### config.mk
export PLATFORM = sky130hd
export DESIGN_NAME = sixio_port
export DESIGN_NICKNAME = d
export VERILOG_FILES = /design/src/core/sixio_port.v
export VERILOG_INCLUDE_DIRS = /design/src /design/src/core
export SDC_FILE = /design/constraint.sdc
export NUM_CORES = 1
export LEC_CHECK = 0
export ABC_AREA = 1
export BUFFER_PORTS_ARGS = -buffer_cell sky130_fd_sc_hd__buf_2
export CORE_MARGIN = 2
export CORE_UTILIZATION = 48
export DETAILED_ROUTE_END_ITERATION = 6
export PLACE_DENSITY = 0.8
export SLEW_MARGIN = 20
export SYNTH_ARGS = -nofsm -noshare
export SYNTH_HDL_FRONTEND = slang
export SYNTH_SLANG_ARGS = --single-unit
### constraint.sdc
create_clock -name core_clk -period 1.5 [get_ports core_clk]
set_input_delay 0.3 -clock core_clk [delete_from_list [all_inputs] [get_ports core_clk]]
set_output_delay 0.3 -clock core_clk [all_outputs]
set_load 0.005 [all_outputs]
### src/core/sixio_consts.vh
// Constants for the sixteen-pin I/O port
`ifndef SIXIO_CONSTS_VH
`define SIXIO_CONSTS_VH
`define SIXIO_WIDTH       16
`define SIXIO_DIR_RESET   16'h0000
`define SIXIO_LAT_RESET   16'h0000
`define SIXIO_CMD_NONE    3'h0
`define SIXIO_CMD_INPUT   3'h1
`define SIXIO_CMD_HIGH    3'h2
`define SIXIO_CMD_LOW     3'h3
`define SIXIO_CMD_OUTPUT  3'h4
`define SIXIO_CMD_CAPTURE 3'h5
`endif

### src/core/sixio_port.v
// Sixteen-pin general-purpose I/O port with direction, latch and pin-state sets
//
// Operation
// - Make-input command clears only the selected pin's direction bit.
// - Reset clears every direction bit; all pins start as inputs.
// - Writing zeros to direction bits makes those pins inputs, many at once.
// - Pin-state bit of an input pin returns the external level.
// - Latch writes to input pins are stored but do not drive the pin.
// - Input-to-output change drives the pin with the stored latch value.
// - Pin-state bit of an output pin reflects its latch bit.
// - Pulse-measure and serial-receive use clears direction bit and leaves it cleared.
// - Driver enabled only while direction bit is one; level equals latch bit.
// - Drive-high sets direction and latch bits of selected pin together.
// - Drive-low sets direction bit and clears latch bit together.
`timescale 1ns/1ps
`include "sixio_consts.vh"

module sixio_port (
    input  wire        core_clk,
    input  wire        reset_n,
    input  wire [2:0]  pin_cmd,
    input  wire [3:0]  pin_sel,
    input  wire        dir_wr,
    input  wire [15:0] dir_wdata,
    input  wire [15:0] dir_wmask,
    input  wire        lat_wr,
    input  wire [15:0] lat_wdata,
    input  wire [15:0] lat_wmask,
    input  wire [15:0] pin_in,
    output wire [15:0] pin_out,
    output wire [15:0] pin_oe,
    output wire [15:0] dir_bits,
    output wire [15:0] latch_bits,
    output wire [15:0] pin_state_bits
);

    reg [15:0] dir_q;
    reg [15:0] dir_d;
    reg [15:0] lat_q;
    reg [15:0] lat_d;
    reg [15:0] sync1_q;
    reg [15:0] sync2_q;
    reg [15:0] state_q;
    reg [15:0] out_q;
    reg [15:0] oe_q;
    wire [15:0] sel_mask;

    // One-hot of the selected pin
    function [15:0] sixio_onehot;
        input [3:0] idx;
        begin
            sixio_onehot = 16'h0001 << idx;
        end
    endfunction

    assign sel_mask = sixio_onehot(pin_sel);

    ////////////////////////////////////////////////////////////////////
    // Next direction and latch values
    always @*
    begin
        dir_d = dir_q;
        lat_d = lat_q;
        if (dir_wr)
            dir_d = (dir_q & ~dir_wmask) | (dir_wdata & dir_wmask);
        if (lat_wr)
            lat_d = (lat_q & ~lat_wmask) | (lat_wdata & lat_wmask);
        case (pin_cmd)
            `SIXIO_CMD_INPUT:
                dir_d = dir_d & ~sel_mask;
            `SIXIO_CMD_CAPTURE:
                dir_d = dir_d & ~sel_mask;
            `SIXIO_CMD_OUTPUT:
                dir_d = dir_d | sel_mask;
            `SIXIO_CMD_HIGH:
            begin
                dir_d = dir_d | sel_mask;
                lat_d = lat_d | sel_mask;
            end
            `SIXIO_CMD_LOW:
            begin
                dir_d = dir_d | sel_mask;
                lat_d = lat_d & ~sel_mask;
            end
            default:
            begin
                dir_d = dir_d;
                lat_d = lat_d;
            end
        endcase
    end

    ////////////////////////////////////////////////////////////////////
    // Registers, synchroniser and pin drivers
    always @(posedge core_clk)
    begin
        if (!reset_n)
        begin
            dir_q   <= `SIXIO_DIR_RESET;
            lat_q   <= `SIXIO_LAT_RESET;
            sync1_q <= 16'h0000;
            sync2_q <= 16'h0000;
            state_q <= 16'h0000;
            out_q   <= 16'h0000;
            oe_q    <= 16'h0000;
        end
        else
        begin
            dir_q   <= dir_d;
            lat_q   <= lat_d;
            sync1_q <= pin_in;
            sync2_q <= sync1_q;
            state_q <= (dir_d & lat_d) | (~dir_d & sync2_q);
            oe_q    <= dir_d;
            out_q   <= lat_d & dir_d;
        end
    end

    assign pin_out        = out_q;
    assign pin_oe         = oe_q;
    assign dir_bits       = dir_q;
    assign latch_bits     = lat_q;
    assign pin_state_bits = state_q;

endmodule // sixio_port

# Word level (Yosys, flattened, before mapping)
# Cells that the tools add are included.
# W data, S select, Z words.
[word_totals]
reg_bits = 96
in_bits = 91
out_inout_bits = 80
elab_cells = 35
[op_classes]
n_eq_ne = 5
n_shift = 1
muxes = 4
bitwise = 17
reduce_logical = 2
[ops]
columns = ["cell", "n"]
rows = [
  ["$and A16 B16 Y16", 8],
  ["$or A16 B16 Y16", 5],
  ["$not A16 Y16", 4],
  ["$pmux W16 S2", 2],
  ["$mux W16", 2],
  ["$shl A1 B4 Y16 const A", 1],
  ["$eq A3 B2 Y1 const B", 2],
  ["$eq A3 B3 Y1 const B", 2],
  ["$eq A3 B1 Y1 const B", 1],
  ["$reduce_or A3 Y1", 1],
  ["$reduce_or A2 Y1", 1],
]

# Logic depth before layout (Yosys ltp)
[depth]
depth_word = 9
mapped_depth = 9
mapped_depth_nobuf = 8

# Worst setup path after synthesis
# Ideal clock, no wire load.
[synth_path]
path_kind = "input to register"
start = "input port pin_cmd[0]"
end = "register state_q[13] (netlist: pin_state_bits[13])"
arrival_ps = 1186
required_time_ps = 1385
path_slack_ps = 199
stages = 8
path_cell_list = "buf_4 inv_2 nor2_4 inv_2 o21ai_0 nand2_1 nand3_1 nand2_1"
[synth_between]
elab_chain_len = 6
word_cells_on_any_way = 13
[synth_rtl]
columns = ["item", "line", "rtl"]
rows = [
  ["start, declared", "sixio_port.v:21", "input wire [2:0] pin_cmd,"],
  ["$eq A3 B2 Y1 (tied with other cells)", "sixio_port.v:68", "case (pin_cmd)"],
  ["$reduce_or A3 Y1 (no line) / $reduce_or A2 Y1 (equally long branches)", "--", ""],
  ["$pmux W16 S2", "sixio_port.v:68", ""],
  ["$not A16 Y16", "sixio_port.v:113", "state_q <= (dir_d & lat_d) | (~dir_d & sync2_q);"],
  ["$and A16 B16 Y16", "sixio_port.v:113", ""],
  ["$or A16 B16 Y16 (*)", "sixio_port.v:113", ""],
  ["end signal, assigned", "sixio_port.v:113", ""],
  ["end, declared", "sixio_port.v:43", "reg [15:0] state_q;"],
]
# Every way passes the cells marked *; elsewhere a longest branch is shown, timed or not.
# A chain may end at the register's enable or synchronous reset.

# Final worst setup path
[layout_path]
start = "input port pin_sel[1]"
end = "register state_q[13] (netlist: pin_state_bits[13])"
[layout_between]
elab_chain_len = 7
word_cells_on_any_way = 12
[layout_rtl]
columns = ["item", "line", "rtl"]
rows = [
  ["start, declared", "sixio_port.v:22", "input wire [3:0] pin_sel,"],
  ["$shl A1 B4 Y16 (*)", "sixio_port.v:52", "sixio_onehot = 16'h0001 << idx;"],
  ["$not A16 Y16", "sixio_port.v:70, sixio_port.v:72, sixio_port.v:83", ""],
  ["$and A16 B16 Y16", "sixio_port.v:70, sixio_port.v:72", ""],
  ["$pmux W16 S2", "sixio_port.v:68", ""],
  ["$not A16 Y16", "sixio_port.v:113", ""],
  ["$and A16 B16 Y16", "sixio_port.v:113", ""],
  ["$or A16 B16 Y16 (*)", "sixio_port.v:113", ""],
]
# Marks and branches as above.

==> summary.md <==
| Metric | Value |
|---|---|
| Status | complete, no violations |
| Clock Path Buffers | 2 |
| Worst setup EP type | flop |
| First-pass GRT wire length | roughly 18 mm |
| Part of the cycle the worst path needs | 81.3% |
| Share of the synthesized area in the top cell type | ~46% |
| Number of antenna violations at the first check in global routing | 0 |
| Top cells by area, synth | dfxtp_1 46%, nand2_1 19%, inv_1 8.1%, nand3_1 7.0%, nor2_1 3.5% |
| CP Data Arrival Time | 1470 ps |
| Full die area | 9440 µm² |
| Pwr Total | 0.00514 W |
| Htree depth | 3 |
| Num CTS Buffers | 9 |
| Skew final | 6.89 ps |
| Final WL | between 10 and 15 mm |
| CP peak stage delay | 390 ps |
| DR vias | 4209 |
| Cell row count | 33 |
| Syn nets | between 700 and 800 |
| Syn. warnings | 0 |
| Root Buffer | clkbuf_8 |
| Placer Congestion | about 0.83 |
| Io pins | about 170 |
| Ratio of cells with drive above 1 in the final layout | 27.3% |
| Sequential share of the synthesized area | 46.1% |
| Hold Path Class | in -> reg |
| CP max FO | 8 |
| Slew Limit Fails | 0 |
| CP most frequent cell | nand2_1 |
| Fin cells | 875 |
| Hold Startpoint | pin_in[0] |
| R2R Setup Slk | 460 ps |
| Port Buf Inserts | between 150 and 200 |
| Worst path slowest cell | o21ai_0 |
| Netlist cell types | 21 |
| Number of global-route vias before repair | about 4000 |
| Antenna viol nets, final | 0 |
| Placeable Area | between 8000 and 9000 µm² |
| Largest net degree at the start of global routing | 53 |
| Vias/cell | 4.81 |
| CTS tree | built |
| Starting Density | 50.2% |
| Routed WL per cell | approximately 13 µm |
| Crit path launch type | input pin |
| Number of buffers added for setup after CTS | 0 |
| Fin crit period | 1220 ps |
| Synth Register Bits | 96 |
| Fmax | 820 MHz |
| FILL cells | slightly below 800 |
| Total Nets Final | 856 |
| Crit path from | pin_sel[1] |
| CTS Sinks | 96 |
| DR DRC count | 0 |
| VDD IR max | a little under 0.0006 V |
| Worst Tran Pin Value | approximately 370 ps |
| Clk Latency, worst-skew pair | 350 ps |
| Setup Viol. Count Final | 0 |
| # placed instances | 859 |
| Detailed placer's ending HPWL | 8.30 mm |
| Pwr/cell area | about 980 nW/µm² |
| Most frequent cells in the layout | 207 x nand2_1, 170 x buf_2, 96 x dfxtp_1, 90 x inv_1, 58 x nand3_1 |
| Req. time, crit path | 1750 ps |
| Grt ovf | 0 |
| Most common cell after layout, fill and taps aside | nand2_1 |
| Leakage power | 3.24 nW |
| Initial DRC count | 230 |
| N_diodes | 0 |
| Post-cts resize count | 0 |
| Mean Syn Cell Area | 6.80 µm² |
| Hold Fails Final Rpt | 0 |
| Die extent in x | 97.2 µm |
| Worst slew margin | about three quarters |
| Cells after Synth | a little over 600 |
| CP Cell Sequence | buf_2 -> inv_1 -> nand4_1 -> o21ai_0 -> nand2_1 -> nand3_1 -> nand2_1 |
| Clk slew on worst S/H paths | roughly 90 ps |
| CTS Hold Buffers Added | 0 |
| 1st-pass router iterations | 5 |
| Layout area overhead | 25.7% |
| RR Startpoint | pin_oe[11] |
| Max-cap violations | 0 |
| Unrepaired setup endpoints after global routing | no |
| Synth area leader | dfxtp_1 |
| Synthesized area | 4170 µm² |
| GRT Total Usage | 23.3% |
| Die height | 97.2 µm |
| Crit Path Class | in -> reg |
==> cells in the mapped netlist, drive strengths merged <==
library cell	instances
inv	97
nor2	42
clkbuf	11
a21oi	14
buf	31
dfxtp	96
o21bai	2
nand4	22
nand3b	4
o21ai	25
clkinv	1
nand3	58
nand2	208
nor3	2
==> per-layer routing <==
layer	vias up	wire length (µm)	GRT usage [%]
met5	-	0	0
met4	0	382	10.7
met3	33	754	3.81
met2	179	5280	40.2
met1	1831	4670	28.3
li1	2166	-	-
==> area by class of cell <==
cell class	count	area [µm²]	share of cell area, %
timing repair buffer	183	986	18.8
inverter	98	368	7.02
sequential	96	1920	36.7
clock buffer	9	124	2.37
multi-input combinational	377	1640	31.2
tap	105	131	2.51
clock inverter	7	70.1	1.34
==> registers in the layout (all words and copies together), names as in the netlist <==
register and flops:
sync1_q 16, sync2_q 16, pin_oe 16, pin_state_bits 16
latch_bits 16, pin_out 16
==> where the power goes <==
part	switching (W)	internal [W]	total (W)	leakage, nW
logic	0.000433	0.000315	0.000749	2.36
clock network	0.000893	0.000771	0.00166	0.0994
registers	0.0000546	0.00267	0.00272	0.787
total	0.00138	0.00376	0.00514	3.24
==> path summary, 6_finish.rpt <==
| check | endpoint | depth (start not counted) |
|---|---|---|
| max | pin_state_bits[13] | 7 |
| min | sync1_q[0] | 3 |
| max reg2reg | pin_state_bits[11] | 8 |
| min reg2reg | sync2_q[7] | 2 |
==> through the flow <==
step                      setup TNS [ps]  util, %  cell area (µm²)  setup slack [ps]  hold slack [ps]
after global placement                 0     60.8             5040              66.5              392
after floorplan                        0        -             4170               199              390
final                                  0     63.1             5240               281              120
after global routing                   0     63.1             5240               206              121
after CTS                              0     63.1             5240               328              112
after detailed placement           -4.13     60.8             5040             -4.13              395
==> critical path, delay by kind of cell <==
| family | cells | cell delay (ps) |
|---|---|---|
| AOI/OAI and AO/OA | 1 | 390 |
| and+or+nand+nor | 4 | 480 |
| buffers and inverters | 2 | 290 |
==> logic make-up after synthesis <==
logic type | synth area share (%)
flops | 46.1
simple gates | 34.2
compound gates | 5.05
buf+inv | 14.6
No activity file was read; power rests on OpenSTA's default activity.
